--- src/include/pmb_defines.svh ---
/*
 * Constants of the power manager block: power-state codes, event bit positions
 * and default widths. Assumes inclusion by the package and the design module.
 */
// Operation
// RULE1: Three system inactivity timers, doze, stand-by and suspend, of rising length.
// RULE2: Any expiring inactivity timer can raise a management interrupt to the core.
// RULE3: System activity in any power-down state can raise a management interrupt.
// RULE4: Power-down states doze, stand-by and suspend beside full on, by falling power.
// RULE5: A house-keeping timer absorbs short house-keeping bursts during doze or stand-by.
// RULE6: An independent peripheral timer flags absence of peripheral activity.
// RULE7: The suspend output is modulated to throttle performance in every power state; the code holds it low throughout suspend.
// RULE8: Power-control outputs switch board power planes off per power state.
// RULE9: Suspend is entered only once the core has finished instructions and bus cycles.
// RULE10: In suspend the core clocks stop and all internal state is held.
// RULE11: Leaving suspend, the core resumes fetching exactly where it stopped.
// RULE12: Inactivity timers reload on their activity and count only while it is absent.
`ifndef PMB_DEFINES_SVH
`define PMB_DEFINES_SVH

`define PMB_PS_ON       2'h0
`define PMB_PS_DOZE     2'h1
`define PMB_PS_STBY     2'h2
`define PMB_PS_SUSPEND_THROTTLE_OUT     2'h3

`define PMB_EV_DOZE     0
`define PMB_EV_STBY     1
`define PMB_EV_SUSPEND_THROTTLE_OUT     2
`define PMB_EV_WAKE     3
`define PMB_EV_PERIPH   4
`define PMB_EV_W        5

`define PMB_TMR_W       16
`define PMB_THR_W       4
`define PMB_PLANE_N     3

`endif

--- src/include/pmb_pkg.sv ---
/*
 * Types of the power manager block.
 * Assumes the constants header is on the include path.
 */
`include "pmb_defines.svh"

package pmb_pkg;

	typedef enum logic [2:0] {
		ST_ON,
		ST_DOZE,
		ST_STBY,
		ST_SUSPEND_THROTTLE_OUT_WAIT,
		ST_SUSPEND_THROTTLE_OUT
	} pmb_state_e;

	typedef logic [`PMB_EV_W-1:0] pmb_ev_t;

endpackage : pmb_pkg

--- src/rtl/pmb_power_manager.sv ---
/*
 * Power manager block: inactivity timers, management interrupt requests,
 * power-state sequencing with core clock stop and resume, suspend throttling
 * and power-plane control.
 * Assumes all inputs are synchronous to REF_CLK and that management software
 * steers states through the request port and clears causes through SMI_CLR.
 */
`timescale 1ns/1ps
`include "pmb_defines.svh"

module pmb_power_manager
	import pmb_pkg::*;
#(
	parameter int TMR_W   = `PMB_TMR_W,
	parameter int THR_W   = `PMB_THR_W,
	parameter int PLANE_N = `PMB_PLANE_N
) (
	input  wire logic               REF_CLK,                // Block clock, 25 MHz.
	input  wire logic               RESET_N,                // Asynchronous reset.
	input  wire logic               SYS_ACT,                // System activity seen.
	input  wire logic               HK_ACT,                 // House-keeping activity.
	input  wire logic               PERIPH_ACT,             // Peripheral activity.
	input  wire logic [TMR_W-1:0]   DOZE_PERIOD,            // Short idle period.
	input  wire logic [TMR_W-1:0]   STBY_PERIOD,            // Medium idle period.
	input  wire logic [TMR_W-1:0]   SUSPEND_THROTTLE_OUT_PERIOD,            // Long idle period.
	input  wire logic [TMR_W-1:0]   HK_PERIOD,              // Burst length that forces a wake.
	input  wire logic [TMR_W-1:0]   PERIPH_PERIOD,          // Peripheral idle period.
	input  wire logic [`PMB_EV_W-1:0] SMI_EN,               // Per-event interrupt enable.
	input  wire logic [`PMB_EV_W-1:0] SMI_CLR,              // Clears cause bits.
	input  wire logic               STATE_REQ_VALID,        // Software state request.
	input  wire logic [1:0]         STATE_REQ,              // Requested power state.
	input  wire logic               CORE_IDLE,              // Core has drained.
	input  wire logic [THR_W-1:0]   THR_ON_DUTY,            // Throttle duty, full on.
	input  wire logic [THR_W-1:0]   THR_DOZE_DUTY,          // Throttle duty, doze.
	input  wire logic [THR_W-1:0]   THR_STBY_DUTY,          // Throttle duty, stand-by.
	input  wire logic [PLANE_N-1:0] PLANE_OFF_DOZE,         // Planes off in doze.
	input  wire logic [PLANE_N-1:0] PLANE_OFF_STBY,         // Planes off in stand-by.
	input  wire logic [PLANE_N-1:0] PLANE_OFF_SUSPEND_THROTTLE_OUT,         // Planes off in suspend.
	output logic                    SMI_PULSE,              // Management interrupt.
	output logic [`PMB_EV_W-1:0]    SMI_CAUSE,              // Sticky event causes.
	output logic [1:0]              POWER_STATE,            // Current power state.
	output logic                    CORE_CLK_STOP,          // Core clocks stopped.
	output logic                    CORE_RESUME,            // Core restart pulse.
	output logic                    PERIPH_IDLE,            // Peripherals idle.
	output logic                    SUSPEND_THROTTLE_OUT_N, // Low stalls the system.
	output logic [PLANE_N-1:0]      PLANE_EN                // Power plane enables.
);

	if (TMR_W < 2 || TMR_W > 32 || THR_W < 1 || THR_W > 8 || PLANE_N < 1) begin : g_chk
		$error("pmb_power_manager: unsupported parameter values");
	end

	function automatic logic [TMR_W-1:0] tmr_next(input logic [TMR_W-1:0] cnt,
		input logic [TMR_W-1:0] period, input logic load);
		logic [TMR_W-1:0] res;
		res = cnt;
		if (load)
			res = period;
		else if (cnt != '0)
			res = cnt - 1'b1;
		return res;
	endfunction : tmr_next

	function automatic logic tmr_expire(input logic [TMR_W-1:0] cnt, input logic load);
		return !load && (cnt == {{(TMR_W-1){1'b0}}, 1'b1});
	endfunction : tmr_expire

	logic [TMR_W-1:0]     doze_cnt_ff, stby_cnt_ff, suspend_throttle_out_cnt_ff, hk_cnt_ff, per_cnt_ff;
	logic [TMR_W-1:0]     nxt_doze_cnt, nxt_stby_cnt, nxt_suspend_throttle_out_cnt, nxt_hk_cnt, nxt_per_cnt;
	logic                 hk_window;
	logic                 hk_load;
	logic                 hk_expire;
	logic                 wake_evt;
	pmb_ev_t              ev;
	pmb_state_e           state_ff, nxt_state;
	pmb_ev_t              cause_ff, nxt_cause;
	logic                 smi_ff, nxt_smi;
	logic                 resume_ff, nxt_resume;
	logic                 per_idle_ff, nxt_per_idle;
	logic [THR_W-1:0]     phase_ff, nxt_phase;
	logic                 thr_n_ff, nxt_thr_n;
	logic [PLANE_N-1:0]   plane_ff, nxt_plane;
	logic [1:0]           ps_ff, nxt_ps;
	logic [THR_W-1:0]     duty;

	// Timers and event detection.
	always_comb begin
		hk_window = (state_ff == ST_DOZE) || (state_ff == ST_STBY);
		// The house-keeping timer runs only while a burst lasts; a burst shorter
		// than its period never turns into a wake event.
		hk_load      = !(HK_ACT && hk_window);                          // [RULE5]
		hk_expire    = tmr_expire(hk_cnt_ff, hk_load);                  // [RULE5]
		nxt_hk_cnt   = tmr_next(hk_cnt_ff, HK_PERIOD, hk_load);         // [RULE5]
		nxt_doze_cnt = tmr_next(doze_cnt_ff, DOZE_PERIOD, SYS_ACT);     // [RULE1] [RULE12]
		nxt_stby_cnt = tmr_next(stby_cnt_ff, STBY_PERIOD, SYS_ACT);     // [RULE1] [RULE12]
		nxt_suspend_throttle_out_cnt = tmr_next(suspend_throttle_out_cnt_ff, SUSPEND_THROTTLE_OUT_PERIOD, SYS_ACT);     // [RULE1] [RULE12]
		nxt_per_cnt  = tmr_next(per_cnt_ff, PERIPH_PERIOD, PERIPH_ACT); // [RULE6] [RULE12]
		wake_evt     = (state_ff != ST_ON) && (SYS_ACT || hk_expire);   // [RULE3]
		ev = '0;
		ev[`PMB_EV_DOZE]   = tmr_expire(doze_cnt_ff, SYS_ACT);          // [RULE2]
		ev[`PMB_EV_STBY]   = tmr_expire(stby_cnt_ff, SYS_ACT);          // [RULE2]
		ev[`PMB_EV_SUSPEND_THROTTLE_OUT]   = tmr_expire(suspend_throttle_out_cnt_ff, SYS_ACT);          // [RULE2]
		ev[`PMB_EV_WAKE]   = wake_evt;                                  // [RULE3]
		ev[`PMB_EV_PERIPH] = tmr_expire(per_cnt_ff, PERIPH_ACT);        // [RULE6]
		nxt_per_idle = PERIPH_ACT ? 1'b0 : (per_idle_ff || ev[`PMB_EV_PERIPH]); // [RULE6]
		nxt_smi   = |(ev & SMI_EN);                                     // [RULE2] [RULE3]
		// A new event beats a clear arriving in the same cycle.
		nxt_cause = (cause_ff & ~SMI_CLR) | (ev & SMI_EN);
	end

	always_ff @(posedge REF_CLK or negedge RESET_N) begin
		if (!RESET_N) begin
			doze_cnt_ff <= '0;
			stby_cnt_ff <= '0;
			suspend_throttle_out_cnt_ff <= '0;
			hk_cnt_ff   <= '0;
			per_cnt_ff  <= '0;
			per_idle_ff <= 1'b0;
			smi_ff      <= 1'b0;
			cause_ff    <= '0;
		end else begin
			doze_cnt_ff <= nxt_doze_cnt;
			stby_cnt_ff <= nxt_stby_cnt;
			suspend_throttle_out_cnt_ff <= nxt_suspend_throttle_out_cnt;
			hk_cnt_ff   <= nxt_hk_cnt;
			per_cnt_ff  <= nxt_per_cnt;
			per_idle_ff <= nxt_per_idle;
			smi_ff      <= nxt_smi;
			cause_ff    <= nxt_cause;
		end
	end

	// Power-state sequencing.
	always_comb begin
		nxt_state = state_ff;
		case (state_ff)
			ST_ON, ST_DOZE, ST_STBY, ST_SUSPEND_THROTTLE_OUT_WAIT: begin
				if (STATE_REQ_VALID) begin
					case (STATE_REQ)                                    // [RULE4]
						`PMB_PS_ON:   nxt_state = ST_ON;
						`PMB_PS_DOZE: nxt_state = ST_DOZE;
						`PMB_PS_STBY: nxt_state = ST_STBY;
						default:      nxt_state = ST_SUSPEND_THROTTLE_OUT_WAIT;
					endcase
				end else if (state_ff == ST_SUSPEND_THROTTLE_OUT_WAIT && wake_evt) begin
					nxt_state = ST_ON;
				end else if (state_ff == ST_SUSPEND_THROTTLE_OUT_WAIT && CORE_IDLE) begin
					nxt_state = ST_SUSPEND_THROTTLE_OUT;                                // [RULE9]
				end
			end
			// Software cannot run with the core stopped, so a wake event exits.
			ST_SUSPEND_THROTTLE_OUT: begin
				if (wake_evt)
					nxt_state = ST_ON;                                  // [RULE11]
			end
			default: nxt_state = ST_ON;
		endcase
		nxt_resume = (state_ff == ST_SUSPEND_THROTTLE_OUT) && (nxt_state != ST_SUSPEND_THROTTLE_OUT);   // [RULE11]
		case (nxt_state)
			ST_DOZE:      nxt_ps = `PMB_PS_DOZE;
			ST_STBY:      nxt_ps = `PMB_PS_STBY;
			ST_SUSPEND_THROTTLE_OUT_WAIT: nxt_ps = `PMB_PS_STBY;
			ST_SUSPEND_THROTTLE_OUT:      nxt_ps = `PMB_PS_SUSPEND_THROTTLE_OUT;
			default:      nxt_ps = `PMB_PS_ON;
		endcase
	end

	always_ff @(posedge REF_CLK or negedge RESET_N) begin
		if (!RESET_N) begin
			state_ff  <= ST_ON;
			resume_ff <= 1'b0;
			ps_ff     <= `PMB_PS_ON;
		end else begin
			state_ff  <= nxt_state;
			resume_ff <= nxt_resume;
			ps_ff     <= nxt_ps;
		end
	end

	// Throttling and power planes follow the registered state.
	always_comb begin
		case (state_ff)
			ST_DOZE:                duty = THR_DOZE_DUTY;
			ST_STBY, ST_SUSPEND_THROTTLE_OUT_WAIT:  duty = THR_STBY_DUTY;
			default:                duty = THR_ON_DUTY;
		endcase
		nxt_phase = phase_ff + 1'b1;
		nxt_thr_n = (state_ff == ST_SUSPEND_THROTTLE_OUT) ? 1'b0 : !(phase_ff < duty);  // [RULE7]
		case (state_ff)
			ST_DOZE:                nxt_plane = ~PLANE_OFF_DOZE;         // [RULE8]
			ST_STBY, ST_SUSPEND_THROTTLE_OUT_WAIT:  nxt_plane = ~PLANE_OFF_STBY;         // [RULE8]
			ST_SUSPEND_THROTTLE_OUT:                nxt_plane = ~PLANE_OFF_SUSPEND_THROTTLE_OUT;         // [RULE8]
			default:                nxt_plane = '1;
		endcase
	end

	always_ff @(posedge REF_CLK or negedge RESET_N) begin
		if (!RESET_N) begin
			phase_ff <= '0;
			thr_n_ff <= 1'b1;
			plane_ff <= '1;
		end else begin
			phase_ff <= nxt_phase;
			thr_n_ff <= nxt_thr_n;
			plane_ff <= nxt_plane;
		end
	end

	// The core keeps its state while stopped; only its clock is gated.
	assign CORE_CLK_STOP          = (state_ff == ST_SUSPEND_THROTTLE_OUT);              // [RULE10]
	assign SMI_PULSE              = smi_ff;
	assign SMI_CAUSE              = cause_ff;
	assign POWER_STATE            = ps_ff;
	assign CORE_RESUME            = resume_ff;
	assign PERIPH_IDLE            = per_idle_ff;
	assign SUSPEND_THROTTLE_OUT_N = thr_n_ff;
	assign PLANE_EN               = plane_ff;
endmodule : pmb_power_manager
--- config.mk ---
export PLATFORM = sky130hd
export DESIGN_NAME = pmb_power_manager
export DESIGN_NICKNAME = d
export VERILOG_FILES = /design/src/include/pmb_pkg.sv /design/src/rtl/pmb_power_manager.sv
export VERILOG_INCLUDE_DIRS = /design/src /design/src/include
export SDC_FILE = /design/constraint.sdc
export NUM_CORES = 1
export LEC_CHECK = 0
export BUFFER_PORTS_ARGS = -buffer_cell sky130_fd_sc_hd__buf_2
export CORE_ASPECT_RATIO = 1.4
export CORE_MARGIN = 4
export CORE_UTILIZATION = 30
export DETAILED_ROUTE_END_ITERATION = 12
export HOLD_SLACK_MARGIN = 0.03
export PLACE_DENSITY = 0.55
export RECOVER_POWER = 50
export SYNTH_ARGS = -nofsm -noshare
export SYNTH_HDL_FRONTEND = slang
export SYNTH_SLANG_ARGS = --single-unit
--- constraint.sdc ---
create_clock -name REF_CLK -period 4.4 [get_ports REF_CLK]
set_clock_uncertainty 0.15 [all_clocks]
set_input_delay 0.22 -clock REF_CLK [delete_from_list [all_inputs] [get_ports REF_CLK]]
set_output_delay 0.22 -clock REF_CLK [all_outputs]
set_load 0.05 [all_outputs]
==> qor.yml <==
cts_tree: "yes"
drc_errors: 0
yosys.area.top_type: "dfrtp_1"
clockRootBuffer: "clkbuf_16"
worst_r2r_path_depth: 7
path_clk_slew_ns: 0.08
antenna_left: 0
synth_top_area_frac: 0.4089
fin_hold_ws_ns: 0.04161
hp-start: "DOZE_PERIOD[13]"
r2r_slack_ns: 1.01
worst_slew_pin_slew_ns: 1.940
grt_pass1_vias: 5642
hold_path_depth: 4
yosys_warnings: 0
clk-insertion-delay-late_ns: 0.36
p_leak_nw: 3.386
clockBufferDepth: 2
grtUsageMet1: 0.1698
dr.pass1.iters: 4
seqCellArea_sq_um: 2532
multi_input_comb_area_sq_um: 3141
die_y_um: 174.4
rsz0062_at_grt: "false"
fmax_mhz: 294.6
violations: "capacitance limit, slew limit"
syn_area_per_cell_sq_um: 9.062
antenna_found_initial: 1
status: "complete, but fails checks"
synth_edf_count: 0
place_ws_ns: 1.882
diodes: 0
num-nets-final: 994
timing.final.crit_share: 0.7715
start_kind: "register"
synthSimpleGateAreaFrac: 0.2456
finalSetupTns_ns: 0
grtUsageTotal: 0.1498
met3_usage: 0.02060
layout_setup_ws_ns: 1.005
grt-busiest-layer: "met2"
post_synth_xor_area_fraction: 0.04869
cts_resized: 0
die_x_um: 126.9
drtIter0Drc: 295
setup_viol: 0
syn_area_sq_um: 5936
overflow: 0
routedWlPerCell_um: 14.65
grt_use_met2: 0.2750
cts_buffers: 9
routed_wl_mm: 16.30
hold_path_class: "in -> reg"
ys_seq_elements: 101
syn_inst: 655
slew_headroom: -0.2931
dp_hpwl_mm: 11.50
cp.arrival_ns: 3.54
path_class: "reg -> reg"
hold_violations: 0
synth_cell_types: 70
seq_area_frac_synth: 0.4266
grt_pass1_wl_mm: 26.90
area_delta_synth_final_pct: 34.11
worstSetupEndpointType: "register"
startpoint: "state_ff[0]$_DFF_PN0_"
gp_routability_congestion: 0.7948
min_to: "doze_cnt_ff[13]$_DFFE_PN0P_"
r2r_end: "state_ff[0]$_DFF_PN0_"
die-area_sq_um: 22130
portBuffers: 134
num_rows: 60
period_needed_ns: 3.395
maxCapViolCount: 1
power_mw: 2.567
critPathRequiredTime_ns: 4.55
initial_core_util: 0.3065
via_per_inst: 4.922
post_cts_buffers: 0
synth.net_count: 790
crit_fanout: 14
synth-compound-area-share: 0.1682
synth_top_family_by_area: "simple AND/OR/NAND/NOR gates"
slew_viol_final: 75
synthFlopType: "dfrtp_1"
fp.coreArea_sq_um: 19370
grt_max_degree: 75
dr_total_vias: 5473
synth_fa_ha_area_frac: 0.03162
cts_max_level: 3
synthMuxAreaShare: 0.03499
synthArstFlopShare: 1.000
fill_cells: 1951
ioPinCount: 135
drive_gt1_frac: 0.1933
vdd_ir_drop_max_v: 0.0001683
reg2reg_from: "state_ff[0]$_DFF_PN0_"
cts_sinks: 101
p_per_area_nw_per_um2: 322.5
hold_buffers: 87
synth_area_leaders: "dfrtp_1 41%, a21oi_1 5.1%, nor2_1 4.0%"
## metal layers
metal	wire (um)	part of all wire
met1	6640	0.41
met2	8603	0.53
met3	577	0.035
met4	462	0.028
met5	12	0.00074
## final cells by class
cell class                      instances  share of cell area
Multi-Input combinational cell        495              0.3945
Clock inverter                          6             0.01179
Clock buffer                           10             0.02876
Sequential cell                       101              0.3181
Inverter                               28             0.01320
Timing Repair Buffer                  224              0.1946
Tap cell                              248             0.03898
## power by group
part / switching (mW) / internal, mW
Clock: 0.378 / 0.504
Sequential: 0.123 / 1.03
Combinational: 0.274 / 0.256
Total: 0.775 / 1.79
## kinds of logic after synthesis
kind of cell,Yosys count
adder cells (fa/ha/maj),15
AND/OR/NAND/NOR,263
multiplexers,20
buffers and inverters,59
AO/OA/AOI/OAI,164
XOR/XNOR,33
flip-flops,101
## flip-flops by register name, summed over array words and instances (netlist names)
name / count
doze_cnt_ff: 16
hk_cnt_ff: 16
per_cnt_ff: 16
stby_cnt_ff: 16
suspend_throttle_out_cnt_ff: 16
SMI_CAUSE: 5
phase_ff: 4
PLANE_EN: 3
state_ff: 3
POWER_STATE: 2
CORE_RESUME: 1
PERIPH_IDLE: 1
SMI_PULSE: 1
SUSPEND_THROTTLE_OUT_N: 1
## cells in the mapped netlist, types with 13 or more instances
| library cell | count |
|---|---|
| dfrtp_1 | 97 |
| nor2_1 | 63 |
| a21oi_1 | 61 |
| nand2_1 | 48 |
| o21ai_0 | 44 |
| nor3_1 | 32 |
| inv_1 | 28 |
| clkbuf_1 | 20 |
| nor2b_1 | 20 |
| xor2_1 | 18 |
| ha_1 | 15 |
| xnor2_1 | 15 |
| mux2i_1 | 14 |
| nor4_1 | 13 |
## cell usage in the layout, fill, tap and decap left out, drive strengths merged, types with 10 or more instances in the layout
master       netlist  layout
dlygate4sd3        0      87
a211oi            11      11
o21ai             46      46
mux2i             14      14
nor3              35      35
o31ai             10      10
nor4              17      17
buf                9     122
nor2              63      63
xor2              18      18
xnor2             15      15
a21oi             62      62
clkbuf            22      25
nand4             11      11
nand2             48      48
nor2b             20      20
dfrtp             97      97
ha                15      15
inv               28      30
or4               10      10
## stage by stage
stage | std cells | utilization | cell area, sq um
floorplan | 655 | - | 5936
global placement | 1009 | 0.3504 | 6787
detailed placement | 1009 | 0.3504 | 6787
CTS | 1112 | 0.4120 | 7980
global route | 1112 | 0.4110 | 7960
finish | 1112 | 0.4110 | 7960
## how the worst max path moves through the flow
stage,slack [ns],depth (start not counted),to
floorplan,2.07,4,POWER_STATE[1]$_DFF_PN0_
global placement,1.93,5,stby_cnt_ff[13]$_DFFE_PN0P_
detailed placement,1.88,5,stby_cnt_ff[13]$_DFFE_PN0P_
finish,1.01,7,state_ff[0]$_DFF_PN0_
CTS,1.04,7,state_ff[0]$_DFF_PN0_
global route,0.82,7,state_ff[0]$_DFF_PN0_
## worst max-delay path, stage by stage, from the launching register on
cell,delay (ns)
dfrtp_1,0.53
xor2_1,0.23
and3b_1,0.34
a41o_1,0.33
or4b_1,0.48
dlygate4sd3_1,0.58
a21oi_1,0.14
dlygate4sd3_1,0.56
Note: power is estimated with default switching activity, not from simulation.
